File: config.mk
export PLATFORM = sky130hd
export DESIGN_NAME = power_shelf_management_logic
export DESIGN_NICKNAME = d
export VERILOG_FILES = /design/src/hdl/shelf_pkg.sv /design/src/hdl/module_led_driver.sv /design/src/hdl/power_shelf_management_logic.sv
export SDC_FILE = /design/constraint.sdc
export NUM_CORES = 1
export LEC_CHECK = 0
export BUFFER_PORTS_ARGS = -buffer_cell sky130_fd_sc_hd__buf_2
export CAP_MARGIN = 20
export CORE_MARGIN = 8
export CORE_UTILIZATION = 55
export CTS_CLUSTER_DIAMETER = 60
export CTS_CLUSTER_SIZE = 25
export DETAILED_ROUTE_END_ITERATION = 8
export MAX_ROUTING_LAYER = met4
export PLACE_DENSITY = 0.73
export SLEW_MARGIN = 20
export SYNTH_ARGS = -nofsm -noshare
export SYNTH_HDL_FRONTEND = slang
export SYNTH_SLANG_ARGS = --single-unit
File: constraint.sdc
create_clock -name clk -period 4.4 [get_ports clk]
set_input_delay 0 -clock clk [delete_from_list [all_inputs] [get_ports clk]]
set_output_delay 0 -clock clk [all_outputs]
set_load 0.05 [all_outputs]
File: src/hdl/shelf_pkg.sv
// constants and types shared by the shelf management logic
package shelf_pkg;

	// ==========================================================
	// clock and timing
	localparam int CLK_FREQ_MHZ = 50;
	localparam int START_SETTLE_US = 100;
	localparam int BLINK_STEP_MS = 100;
	localparam int START_SETTLE_CYCLES_DEF = START_SETTLE_US * CLK_FREQ_MHZ;
	localparam int BLINK_STEP_CYCLES_DEF = BLINK_STEP_MS * 1000 * CLK_FREQ_MHZ;

	// ==========================================================
	// blink pattern: six steps per period
	localparam logic [2:0] BLINK_LAST_PHASE = 3'h5;
	localparam logic [2:0] BLINK_HALF_END = 3'h3;
	localparam logic [2:0] BLINK_TWO_THIRDS_END = 3'h4;

	// ==========================================================
	// bus addresses, 8-bit form with bit 0 as direction
	localparam logic [7:0] CTRL_ADDR_BASE = 8'h50;
	localparam logic [7:0] MUX_ADDR_BASE = 8'hE0;
	localparam logic [7:0] MUX_CONTROL_RESET = 8'h00;

	// ==========================================================
	// command codes and values
	localparam logic [7:0] CMD_SHELF_ON_OFF = 8'h01;
	localparam logic [7:0] CMD_ON_OFF_CONFIGURATION = 8'h02;
	localparam logic [7:0] SHELF_OFF = 8'h00;
	localparam logic [7:0] SHELF_ON = 8'h80;
	localparam logic [7:0] SHELF_ON_OFF_RESET = 8'h80;
	localparam logic [7:0] ON_OFF_CFG_RESET = 8'h19;
	localparam logic [7:0] ON_OFF_CFG_ALT_A = 8'h01;
	localparam logic [7:0] ON_OFF_CFG_ALT_B = 8'h11;
	localparam logic [7:0] ON_OFF_CFG_ALT_C = 8'h15;
	localparam logic [7:0] ON_OFF_CFG_ALT_D = 8'h1D;
	localparam int CFG_CONTROLLED_BIT = 4;
	localparam int CFG_USE_COMMAND_BIT = 3;
	localparam int CFG_USE_PIN_BIT = 2;
	localparam logic [7:0] READ_FILL = 8'hFF;

	// ==========================================================
	// link byte framing
	localparam logic [3:0] BYTE_BITS = 4'h8;
	localparam logic [3:0] ACK_SLOT = 4'h9;

	typedef enum logic [2:0] {
		LINK_IDLE,
		LINK_ADDR,
		LINK_CMD,
		LINK_WDATA,
		LINK_READ,
		LINK_WAIT_STOP
	} link_state_e;

endpackage

File: src/hdl/module_led_driver.sv
// status lamp driver for one power module
`timescale 1ns/1ps
`default_nettype none

module module_led_driver (
	// clock and reset
	input wire logic clk,
	input wire logic reset,
	// module state
	input wire logic ac_ok,
	input wire logic enable_n,
	input wire logic power_good_n,
	input wire logic out_of_regulation,
	input wire logic shutdown,
	input wire logic ot_warning,
	input wire logic fan_minor_error,
	// blink phases
	input wire logic blink_half,
	input wire logic blink_two_thirds,
	// lamps
	output logic ac_green,
	output logic dc_green,
	output logic dc_yellow
);

	logic next_ac_green;
	logic next_dc_green;
	logic next_dc_yellow;
	logic normal;

	// ==========================================================
	// lamp selection
	always_comb begin
		normal = !power_good_n && !enable_n && !out_of_regulation && !shutdown
			&& !ot_warning && !fan_minor_error;
		next_ac_green = ac_ok;
		next_dc_green = 1'b0;
		next_dc_yellow = 1'b0;
		// first match wins, tested in this order
		if (normal) begin
			next_dc_green = 1'b1;
		end else if (enable_n) begin
			next_dc_yellow = blink_half;
		end else if (out_of_regulation || shutdown) begin
			next_dc_yellow = 1'b1;
		end else if (ot_warning) begin
			next_dc_yellow = blink_two_thirds;
			next_dc_green = !blink_two_thirds;
		end else if (fan_minor_error) begin
			next_dc_yellow = blink_half;
			next_dc_green = !blink_half;
		end
	end

	always_ff @(posedge clk) begin
		if (reset) begin
			ac_green <= 1'b0;
			dc_green <= 1'b0;
			dc_yellow <= 1'b0;
		end else begin
			ac_green <= next_ac_green;
			dc_green <= next_dc_green;
			dc_yellow <= next_dc_yellow;
		end
	end

endmodule // module_led_driver

`default_nettype wire

File: src/hdl/power_shelf_management_logic.sv
// shelf management: status aggregation, enable, bus commands, lamps
`timescale 1ns/1ps
`default_nettype none

module power_shelf_management_logic import shelf_pkg::*; #(
	parameter int NUM_MODULES = 6,
	parameter int START_SETTLE_CYCLES = START_SETTLE_CYCLES_DEF,
	parameter int BLINK_STEP_CYCLES = BLINK_STEP_CYCLES_DEF
) (
	// clock and reset
	input wire logic clk,
	input wire logic reset,
	// management link, open drain data
	input wire logic scl_in,
	input wire logic sda_in,
	output logic sda_out,
	output logic sda_oe,
	// shelf pins
	input wire logic shelf_enable_n,
	input wire logic [2:0] address_select_switch,
	output logic power_good_n,
	output logic input_good_n,
	output logic shelf_alert_n,
	output logic shelf_fault_latched,
	output logic [7:0] mux_channel_control,
	// per module status
	input wire logic [NUM_MODULES-1:0] module_power_good_n,
	input wire logic [NUM_MODULES-1:0] module_alert_n,
	input wire logic [NUM_MODULES-1:0] module_input_good_n,
	input wire logic [NUM_MODULES-1:0] module_ac_ok,
	input wire logic [NUM_MODULES-1:0] module_out_of_regulation,
	input wire logic [NUM_MODULES-1:0] module_ot_shutdown,
	input wire logic [NUM_MODULES-1:0] module_ov_shutdown,
	input wire logic [NUM_MODULES-1:0] module_uv_shutdown,
	input wire logic [NUM_MODULES-1:0] module_oc_shutdown,
	input wire logic [NUM_MODULES-1:0] module_ot_warning,
	input wire logic [NUM_MODULES-1:0] module_fan_minor_error,
	// per module control and lamps
	output logic [NUM_MODULES-1:0] module_enable_n,
	output logic [NUM_MODULES-1:0] led_ac_green,
	output logic [NUM_MODULES-1:0] led_dc_green,
	output logic [NUM_MODULES-1:0] led_dc_yellow
);

	localparam int PIN_W = 6 + 11 * NUM_MODULES;
	localparam int SETTLE_W = $clog2(START_SETTLE_CYCLES + 1);
	localparam int STEP_W = $clog2(BLINK_STEP_CYCLES + 1);
	// idle pin levels: a zero reset would fake a link edge and glitch the status outputs
	localparam logic [PIN_W-1:0] PIN_IDLE = {{(6 + 3 * NUM_MODULES){1'b1}}, {(8 * NUM_MODULES){1'b0}}};

	// ==========================================================
	// pin synchronisers
	logic [PIN_W-1:0] pin_raw;
	logic [PIN_W-1:0] pin_meta;
	logic [PIN_W-1:0] pin_sync;
	logic scl_s;
	logic sda_s;
	logic enable_n_s;
	logic [2:0] switch_s;
	logic [NUM_MODULES-1:0] pg_n_s;
	logic [NUM_MODULES-1:0] alert_n_s;
	logic [NUM_MODULES-1:0] ig_n_s;
	logic [NUM_MODULES-1:0] ac_ok_s;
	logic [NUM_MODULES-1:0] oor_s;
	logic [NUM_MODULES-1:0] ots_s;
	logic [NUM_MODULES-1:0] ovs_s;
	logic [NUM_MODULES-1:0] uvs_s;
	logic [NUM_MODULES-1:0] ocs_s;
	logic [NUM_MODULES-1:0] otw_s;
	logic [NUM_MODULES-1:0] fan_s;

	assign pin_raw = {scl_in, sda_in, shelf_enable_n, address_select_switch,
		module_power_good_n, module_alert_n, module_input_good_n, module_ac_ok,
		module_out_of_regulation, module_ot_shutdown, module_ov_shutdown,
		module_uv_shutdown, module_oc_shutdown, module_ot_warning, module_fan_minor_error};
	assign {scl_s, sda_s, enable_n_s, switch_s, pg_n_s, alert_n_s, ig_n_s, ac_ok_s,
		oor_s, ots_s, ovs_s, uvs_s, ocs_s, otw_s, fan_s} = pin_sync;

	always_ff @(posedge clk) begin
		if (reset) begin
			pin_meta <= PIN_IDLE;
			pin_sync <= PIN_IDLE;
		end else begin
			pin_meta <= pin_raw;
			pin_sync <= pin_meta;
		end
	end

	// ==========================================================
	// link slave: controller commands and multiplexer control
	link_state_e state, next_state;
	logic [3:0] bit_count, next_bit_count;
	logic [7:0] shift, next_shift;
	logic [7:0] command, next_command;
	logic to_mux, next_to_mux;
	logic is_read, next_is_read;
	logic master_ack, next_master_ack;
	logic next_sda_oe;
	logic scl_prev;
	logic sda_prev;
	logic [7:0] shelf_on_off_command, next_shelf_on_off_command;
	logic [7:0] on_off_configuration, next_on_off_configuration;
	logic [7:0] next_mux_channel_control;
	logic [7:0] ctrl_addr;
	logic [7:0] mux_addr;
	logic [7:0] read_byte;
	logic start_cond;
	logic stop_cond;
	logic scl_rise;
	logic scl_fall;
	logic cfg_supported;

	assign ctrl_addr = {CTRL_ADDR_BASE[7:4], switch_s, 1'b0};
	assign mux_addr = {MUX_ADDR_BASE[7:4], switch_s, 1'b0};
	assign start_cond = scl_s && scl_prev && sda_prev && !sda_s;
	assign stop_cond = scl_s && scl_prev && !sda_prev && sda_s;
	assign scl_rise = scl_s && !scl_prev;
	assign scl_fall = !scl_s && scl_prev;
	assign cfg_supported = (shift == ON_OFF_CFG_RESET) || (shift == ON_OFF_CFG_ALT_A)
		|| (shift == ON_OFF_CFG_ALT_B) || (shift == ON_OFF_CFG_ALT_C)
		|| (shift == ON_OFF_CFG_ALT_D);
	assign read_byte = to_mux ? mux_channel_control
		: (command == CMD_SHELF_ON_OFF) ? shelf_on_off_command
		: (command == CMD_ON_OFF_CONFIGURATION) ? on_off_configuration : READ_FILL;

	always_comb begin
		next_state = state;
		next_bit_count = bit_count;
		next_shift = shift;
		next_command = command;
		next_to_mux = to_mux;
		next_is_read = is_read;
		next_master_ack = master_ack;
		next_sda_oe = sda_oe;
		next_shelf_on_off_command = shelf_on_off_command;
		next_on_off_configuration = on_off_configuration;
		next_mux_channel_control = mux_channel_control;
		if (start_cond) begin
			// repeated start keeps the command byte for a following read
			next_state = LINK_ADDR;
			next_bit_count = '0;
			next_sda_oe = 1'b0;
		end else if (stop_cond) begin
			next_state = LINK_IDLE;
			next_sda_oe = 1'b0;
		end else if (scl_rise) begin
			if (state == LINK_READ) begin
				if (bit_count < BYTE_BITS) begin
					next_shift = {shift[6:0], 1'b1};
					next_bit_count = bit_count + 4'h1;
				end else if (bit_count == ACK_SLOT) begin
					next_master_ack = !sda_s;
				end
			end else if (state != LINK_IDLE && state != LINK_WAIT_STOP
				&& bit_count < BYTE_BITS) begin
				next_shift = {shift[6:0], sda_s};
				next_bit_count = bit_count + 4'h1;
			end
		end else if (scl_fall) begin
			case (state)
				LINK_ADDR: begin
					if (bit_count == BYTE_BITS) begin
						next_is_read = shift[0];
						next_to_mux = (shift[7:1] == mux_addr[7:1]);
						if (shift[7:1] == mux_addr[7:1] || shift[7:1] == ctrl_addr[7:1]) begin
							next_sda_oe = 1'b1;
							next_bit_count = ACK_SLOT;
						end else begin
							next_state = LINK_WAIT_STOP;
						end
					end else if (bit_count == ACK_SLOT) begin
						next_bit_count = '0;
						if (is_read) begin
							next_state = LINK_READ;
							next_shift = read_byte;
							next_sda_oe = !read_byte[7];
						end else begin
							next_sda_oe = 1'b0;
							next_state = to_mux ? LINK_WDATA : LINK_CMD;
						end
					end
				end
				LINK_CMD: begin
					if (bit_count == BYTE_BITS) begin
						if (shift == CMD_SHELF_ON_OFF || shift == CMD_ON_OFF_CONFIGURATION) begin
							next_command = shift;
							next_sda_oe = 1'b1;
							next_bit_count = ACK_SLOT;
						end else begin
							next_command = READ_FILL;
							next_state = LINK_WAIT_STOP;
						end
					end else if (bit_count == ACK_SLOT) begin
						next_sda_oe = 1'b0;
						next_bit_count = '0;
						next_state = LINK_WDATA;
					end
				end
				LINK_WDATA: begin
					if (bit_count == BYTE_BITS) begin
						next_bit_count = ACK_SLOT;
						next_sda_oe = 1'b1;
						if (to_mux) begin
							next_mux_channel_control = shift;
						end else if (command == CMD_SHELF_ON_OFF
							&& (shift == SHELF_OFF || shift == SHELF_ON)) begin
							next_shelf_on_off_command = shift;
						end else if (command == CMD_ON_OFF_CONFIGURATION && cfg_supported) begin
							next_on_off_configuration = shift;
						end else begin
							next_sda_oe = 1'b0;
							next_state = LINK_WAIT_STOP;
						end
					end else if (bit_count == ACK_SLOT) begin
						// one data byte per frame; later bytes are refused
						next_sda_oe = 1'b0;
						next_state = LINK_WAIT_STOP;
					end
				end
				LINK_READ: begin
					if (bit_count == BYTE_BITS) begin
						next_sda_oe = 1'b0;
						next_bit_count = ACK_SLOT;
					end else if (bit_count == ACK_SLOT) begin
						if (master_ack) begin
							next_shift = read_byte;
							next_sda_oe = !read_byte[7];
							next_bit_count = '0;
						end else begin
							next_state = LINK_WAIT_STOP;
						end
					end else begin
						next_sda_oe = !shift[7];
					end
				end
				default: begin
					next_sda_oe = 1'b0;
				end
			endcase
		end
	end

	always_ff @(posedge clk) begin
		if (reset) begin
			state <= LINK_IDLE;
			bit_count <= '0;
			shift <= '0;
			command <= READ_FILL;
			to_mux <= 1'b0;
			is_read <= 1'b0;
			master_ack <= 1'b0;
			sda_oe <= 1'b0;
			sda_out <= 1'b0;
			scl_prev <= 1'b1;
			sda_prev <= 1'b1;
			shelf_on_off_command <= SHELF_ON_OFF_RESET;
			on_off_configuration <= ON_OFF_CFG_RESET;
			mux_channel_control <= MUX_CONTROL_RESET;
		end else begin
			state <= next_state;
			bit_count <= next_bit_count;
			shift <= next_shift;
			command <= next_command;
			to_mux <= next_to_mux;
			is_read <= next_is_read;
			master_ack <= next_master_ack;
			sda_oe <= next_sda_oe;
			sda_out <= 1'b0;
			scl_prev <= scl_s;
			sda_prev <= sda_s;
			shelf_on_off_command <= next_shelf_on_off_command;
			on_off_configuration <= next_on_off_configuration;
			mux_channel_control <= next_mux_channel_control;
		end
	end

	// ==========================================================
	// shelf control: enable, fault latch, common start, blink timebase
	logic enable_n_prev;
	logic next_shelf_fault_latched;
	logic started, next_started;
	logic [SETTLE_W-1:0] settle_count, next_settle_count;
	logic [STEP_W-1:0] step_count, next_step_count;
	logic [2:0] blink_phase, next_blink_phase;
	logic [NUM_MODULES-1:0] next_module_enable_n;
	logic shelf_on;
	logic any_input_good;
	logic any_shutdown;

	assign any_input_good = !(&ig_n_s);
	assign any_shutdown = |(ots_s | ovs_s | uvs_s | ocs_s);

	always_comb begin
		// pin is ignored unless the configuration asks for it
		shelf_on = !on_off_configuration[CFG_CONTROLLED_BIT]
			|| ((!on_off_configuration[CFG_USE_COMMAND_BIT]
				|| shelf_on_off_command == SHELF_ON)
			&& (!on_off_configuration[CFG_USE_PIN_BIT] || !enable_n_s));
		next_shelf_fault_latched = shelf_fault_latched;
		if (enable_n_prev && !enable_n_s) begin
			next_shelf_fault_latched = 1'b0;
		end
		if (any_shutdown) begin
			next_shelf_fault_latched = 1'b1;
		end
		// hold every module off until input settles, then start them at once
		next_started = started;
		next_settle_count = settle_count;
		if (!any_input_good) begin
			next_started = 1'b0;
			next_settle_count = '0;
		end else if (!started) begin
			if (settle_count >= SETTLE_W'(START_SETTLE_CYCLES)) begin
				next_started = 1'b1;
			end else begin
				next_settle_count = settle_count + 1'b1;
			end
		end
		next_module_enable_n = {NUM_MODULES{!(shelf_on && started && !shelf_fault_latched)}};
		next_step_count = step_count + 1'b1;
		next_blink_phase = blink_phase;
		if (step_count >= STEP_W'(BLINK_STEP_CYCLES - 1)) begin
			next_step_count = '0;
			next_blink_phase = (blink_phase == BLINK_LAST_PHASE) ? 3'h0 : blink_phase + 3'h1;
		end
	end

	always_ff @(posedge clk) begin
		if (reset) begin
			enable_n_prev <= 1'b1;
			shelf_fault_latched <= 1'b0;
			started <= 1'b0;
			settle_count <= '0;
			step_count <= '0;
			blink_phase <= '0;
			module_enable_n <= '1;
			power_good_n <= 1'b1;
			input_good_n <= 1'b1;
			shelf_alert_n <= 1'b1;
		end else begin
			enable_n_prev <= enable_n_s;
			shelf_fault_latched <= next_shelf_fault_latched;
			started <= next_started;
			settle_count <= next_settle_count;
			step_count <= next_step_count;
			blink_phase <= next_blink_phase;
			module_enable_n <= next_module_enable_n;
			power_good_n <= &pg_n_s;
			input_good_n <= &ig_n_s;
			shelf_alert_n <= &alert_n_s;
		end
	end

	// ==========================================================
	// per module lamps
	generate
		for (genvar m = 0; m < NUM_MODULES; m++) begin : g_led
			module_led_driver u_led (
				.clk(clk),
				.reset(reset),
				.ac_ok(ac_ok_s[m]),
				.enable_n(module_enable_n[m]),
				.power_good_n(pg_n_s[m]),
				.out_of_regulation(oor_s[m]),
				.shutdown(ots_s[m] | ovs_s[m] | uvs_s[m] | ocs_s[m]),
				.ot_warning(otw_s[m]),
				.fan_minor_error(fan_s[m]),
				.blink_half(blink_phase < BLINK_HALF_END),
				.blink_two_thirds(blink_phase < BLINK_TWO_THIRDS_END),
				.ac_green(led_ac_green[m]),
				.dc_green(led_dc_green[m]),
				.dc_yellow(led_dc_yellow[m])
			);
		end
	endgenerate

endmodule // power_shelf_management_logic

`default_nettype wire

==> results.md <==
Outcome:
- The flow ran to the end, and the final reports show no timing, DRC or antenna violations.

STA:
- The total count of max-transition violations in the final report is 0.
- At the pin with the least slew margin, the transition time is 0.969 ns.
- The count of endpoints failing hold in the final timing report was 0.
- After layout, the worst path uses 55.7% of the clock period.
- The final critical-path required period is 2.45 ns.
- The worst setup skew after layout is 0.0274 ns.
- Setup repair after global routing left no endpoint under its margin.
- The tightest slew margin relative to the limit is 35.2%.
- The achievable frequency is 408 MHz.
- Across all hold checks on the routed design, the worst slack comes to 0.0173 ns.
- Setup violations remaining at the end of the flow were counted as 0.
- The aggregate negative setup slack is 0 ns.

Global routing:
- Summed over all layers, the global routing overflow is 0.
- The wire length of the first global-routing pass is 31.9 mm.
- The initial antenna violation count is 0.
- Entering global routing, the biggest net connects 111 pins.
- The total routing resource utilization after global routing is 18.1%.
- The via count of the first global-routing pass is 6,371.

Finish:
- Once layout is complete, the utilization of the core stands at 65.6%.
- The count of antenna diodes in the layout is 0.
- The fraction of layout instances using a drive strength above 1 is 18.3%.
- The final standard cell count with taps included and fillers excluded is 1,328.
- The final layout contains 1,180 nets.
- From synthesis to final layout, the design area changed by 17.8%.
- The final instance area is 0.0113 mm2.

Detailed routing:
- The first detailed-routing pass took 4 iterations.
- For this run, design rule violations remaining after detail routing come to 0.
- The detailed-route via count is 6,795.
- The detailed router finished its first iteration with 414 violations.
- The wire length per cell is 14.9 um.
- Using the TritonRoute via totals, the vias-per-cell ratio works out to 5.12.
- The count of nets left with antenna violations once routing finished came out at 0.
- Wires add up to 19.7 mm.

Clock network:
- CTS built an H-tree with a depth of 1.
- The cell chosen for the clock root is clkbuf_16.
- The clock-pin slew on the worst setup and hold paths is 0.09 ns.
- The maximum buffer depth of the clock tree is 3.
- The source-to-sink clock delay at the later pin of the worst-skew pair is 0.50 ns.
- The number of buffers created by CTS is 17.
- The CTS tree is yes.
- Counting every sink on the clock net gives 261.

Yosys:
- Measured against the total synthesized area, the mux share comes to 2.30%.
- After Yosys synthesis, and, or, nand and nor cells account for 24.4% of the synthesized area.
- Counting distinct cell types in the post-synthesis netlist gives 68.
- The synthesized netlist devotes 3.57% of its cell area to XOR and XNOR gates.
- Synthesis produced a netlist whose cell count is 963.
- After synthesis, the largest family of logic cells by area is simple AND/OR/NAND/NOR gates.
- The most numerous cell in the Yosys netlist is dfxtp_1.
- In the synthesized netlist the dominant register cell turns out to be dfxtp_1.
- The average cell area after synthesis is 9.93 um2.
- The post-synthesis sequential element count is 261.
- The total nets after synthesis is 1,046.
- By area the synthesized netlist is led by dfxtp_1 55%, nor2b_1 6.9%, nor2_1 3.6%.
- The cell area that synthesis handed to floorplanning was 0.00957 mm2.
- The number of warnings printed during yosys synthesis is 0.
- Of all flip-flops after synthesis, the portion carrying an async set or reset was 0%.
- By count the netlist is led by 261 x dfxtp_1, 106 x nor2b_1, 91 x nor2_1.
- The cell taking the most area after synthesis is dfxtp_1.
- The post-synthesis adder-cell area fraction is 1.18%.
- After synthesis, flip-flops and latches occupy 54.6% of the total area.
- Summed over its instances, the top area cell type makes up 54.6% of the synthesized netlist area.
- The synthesized netlist devotes 9.16% of its cell area to compound gates.
- The number of enable-type register cells in the synthesized netlist is 0.

Placement:
- In this run, placement finished with an instance count of 1,231.
- The area after detailed placement is 0.0100 mm2.
- Detailed placement ended at an HPWL of 12.6 mm.
- Buffers placed on the I/O ports in this run total 110.
- The routability congestion estimate is 0.885.

Power and ir drop:
- The analysis attributes to cell leakage a power of 4.72 nW.
- The worst-case IR drop observed on VDD is 0.275 mV.
- Cell internal power was estimated by the tool at 3.30 mW.
- The net switching component of the power is 0.967 mW.
- The switching share of power is 22.7%.
- The share of total power in combinational logic is 6.2%.
- Dividing total power by cell area gives a power density of 379 mW/mm2.
- Sequential cells account for 57.7% of the total power.
- The clock group share of total power is 36.1%.

Worst hold path:
- The path with the worst hold slack has its endpoint at blink_phase[0]$_SDFFE_PP0P_.
- In this run the most critical hold path is launched from reset.
- The instance count along the most critical hold path is 2.
- The worst hold-check path type is input port to flop.

Floorplan:
- The die covers 0.0219 mm2.
- The core region area is 0.0172 mm2.
- The die height is 148 um.
- The floorplan has 48 rows.
- The number of primary I/O pins is 112.
- Once the floorplan was initialized, standard cells occupied 55.7% of the core.
- The floorplan step set the die width to 148 um.

Setup path:
- The slack of the worst reg-to-reg path is 1.95 ns.
- The worst setup path is captured at a flop.
- The number of cells on the worst reg-to-reg path is 6.
- The source of the worst register-to-register timing path is step_count[0]$_SDFF_PP0_.
- Of all nets on the critical path, the largest fanout is 23.
- The worst path required time is 4.79 ns.
- The worst setup path is launched from a flop.
- By startpoint and endpoint, the worst setup path is classified as flop to flop.
- The endpoint identified for the worst register-to-register timing path is step_count[11]$_SDFF_PP0_.
- At the worst endpoint, the arrival time is 2.84 ns.

Run:
- Across the run, the number of max-cap violations was 0.
-- layer usage --
layer | up-vias | share of wire [%] | GRT usage, % | wire length (um)
met5 | - | 0 | - | 0
met4 | 0 | 2.2 | 4.95 | 442
met3 | 30 | 3.7 | 2.72 | 727
met2 | 145 | 48 | 29.7 | 9420
met1 | 3131 | 46 | 22.9 | 9150
li1 | 3489 | - | - | -
-- layout make-up --
class / instances / area (um2)
flip-flops and latches: 261 / 5230
clock buffers: 17 / 425
fillers: 1420 / 5910
repair buffers: 185 / 1300
multi-input cells: 614 / 3880
well taps: 225 / 282
clock inverters: 8 / 88.8
inverters: 18 / 67.6
-- kinds of logic after synthesis --
group,Yosys count
AO/OA/AOI/OAI,120
multiplexers,22
buffers and inverters,88
adder cells (fa/ha/maj),9
XOR/XNOR,39
other,1
flip-flops,261
AND/OR/NAND/NOR,423
-- per-stage QoR --
| step | setup slack, ns | power (mW) |
|---|---|---|
| finish | 1.95 | 4.27 |
| global route | 1.62 | 4.44 |
| CTS | 1.93 | 4.32 |
| detailed placement | 1.96 | 2.73 |
| global placement | 2.06 | 2.73 |
| floorplan | 2.35 | 2.67 |
-- flip-flops by register name, indices dropped and copies added (netlist names), 3 cells and up --
signal / cells
command: 8
on_off_configuration: 8
pin_meta: 72
pin_sync: 72
g_led.u_led.ac_green: 6
shift: 8
shelf_on_off_command: 8
bit_count: 4
settle_count: 13
blink_phase: 3
mux_channel_control: 8
g_led.u_led.dc_yellow: 6
state: 3
g_led.u_led.dc_green: 6
step_count: 23
-- cell usage in the layout, fill, tap and decap left out, types with 17 or more instances in the layout --
cell type	count
buf_2	109
nand3_1	25
nor2b_1	106
xnor2_1	19
nand2_1	53
nor2_1	91
o21ai_0	29
clkbuf_16	17
dlygate4sd3_1	72
mux2i_1	22
or2_2	50
dfxtp_1	261
xor2_1	20
-- worst max-delay path by stage --
stage,from,end,slack (ns),cells after the start
floorplan,bit_count[0]$_SDFFE_PP0P_,state[2]$_SDFFE_PP0P_,2.35,8
global placement,scl_prev$_SDFF_PP1_,command[5]$_SDFFE_PP1P_,2.06,7
CTS,step_count[0]$_SDFF_PP0_,step_count[11]$_SDFF_PP0_,1.93,6
global route,step_count[0]$_SDFF_PP0_,step_count[12]$_SDFF_PP0_,1.62,6
finish,step_count[0]$_SDFF_PP0_,step_count[11]$_SDFF_PP0_,1.95,6
detailed placement,step_count[0]$_SDFF_PP0_,step_count[1]$_SDFF_PP0_,1.96,6
-- what timing repair did --
item | 4_1_cts | 5_1_grt
hold endpoints to repair | 72 | 0
resized for setup | 0 | 0
buffers inserted | 0 | 0
hold buffers | 72 | 0
-- worst max-delay path, cell delays in order, from the launching register on --
cell and delay (ns):
dfxtp_1 0.33, ha_1 0.24, nand2_1 0.10, nor2_1 0.07, o311ai_0 0.45, nand4_1 0.85
nor2_1 0.31
-- power groups by stage --
stage / Combinational [mW] / Clock [mW] / Sequential, mW
after CTS: 0.265 / 1.59 / 2.46
after global placement: 0.212 / 0 / 2.52
after global routing: 0.289 / 1.68 / 2.47
final: 0.266 / 1.54 / 2.46
after detailed placement: 0.215 / 0 / 2.52
after floorplan: 0.147 / 0 / 2.52
Power figures use the tool's default switching activity.
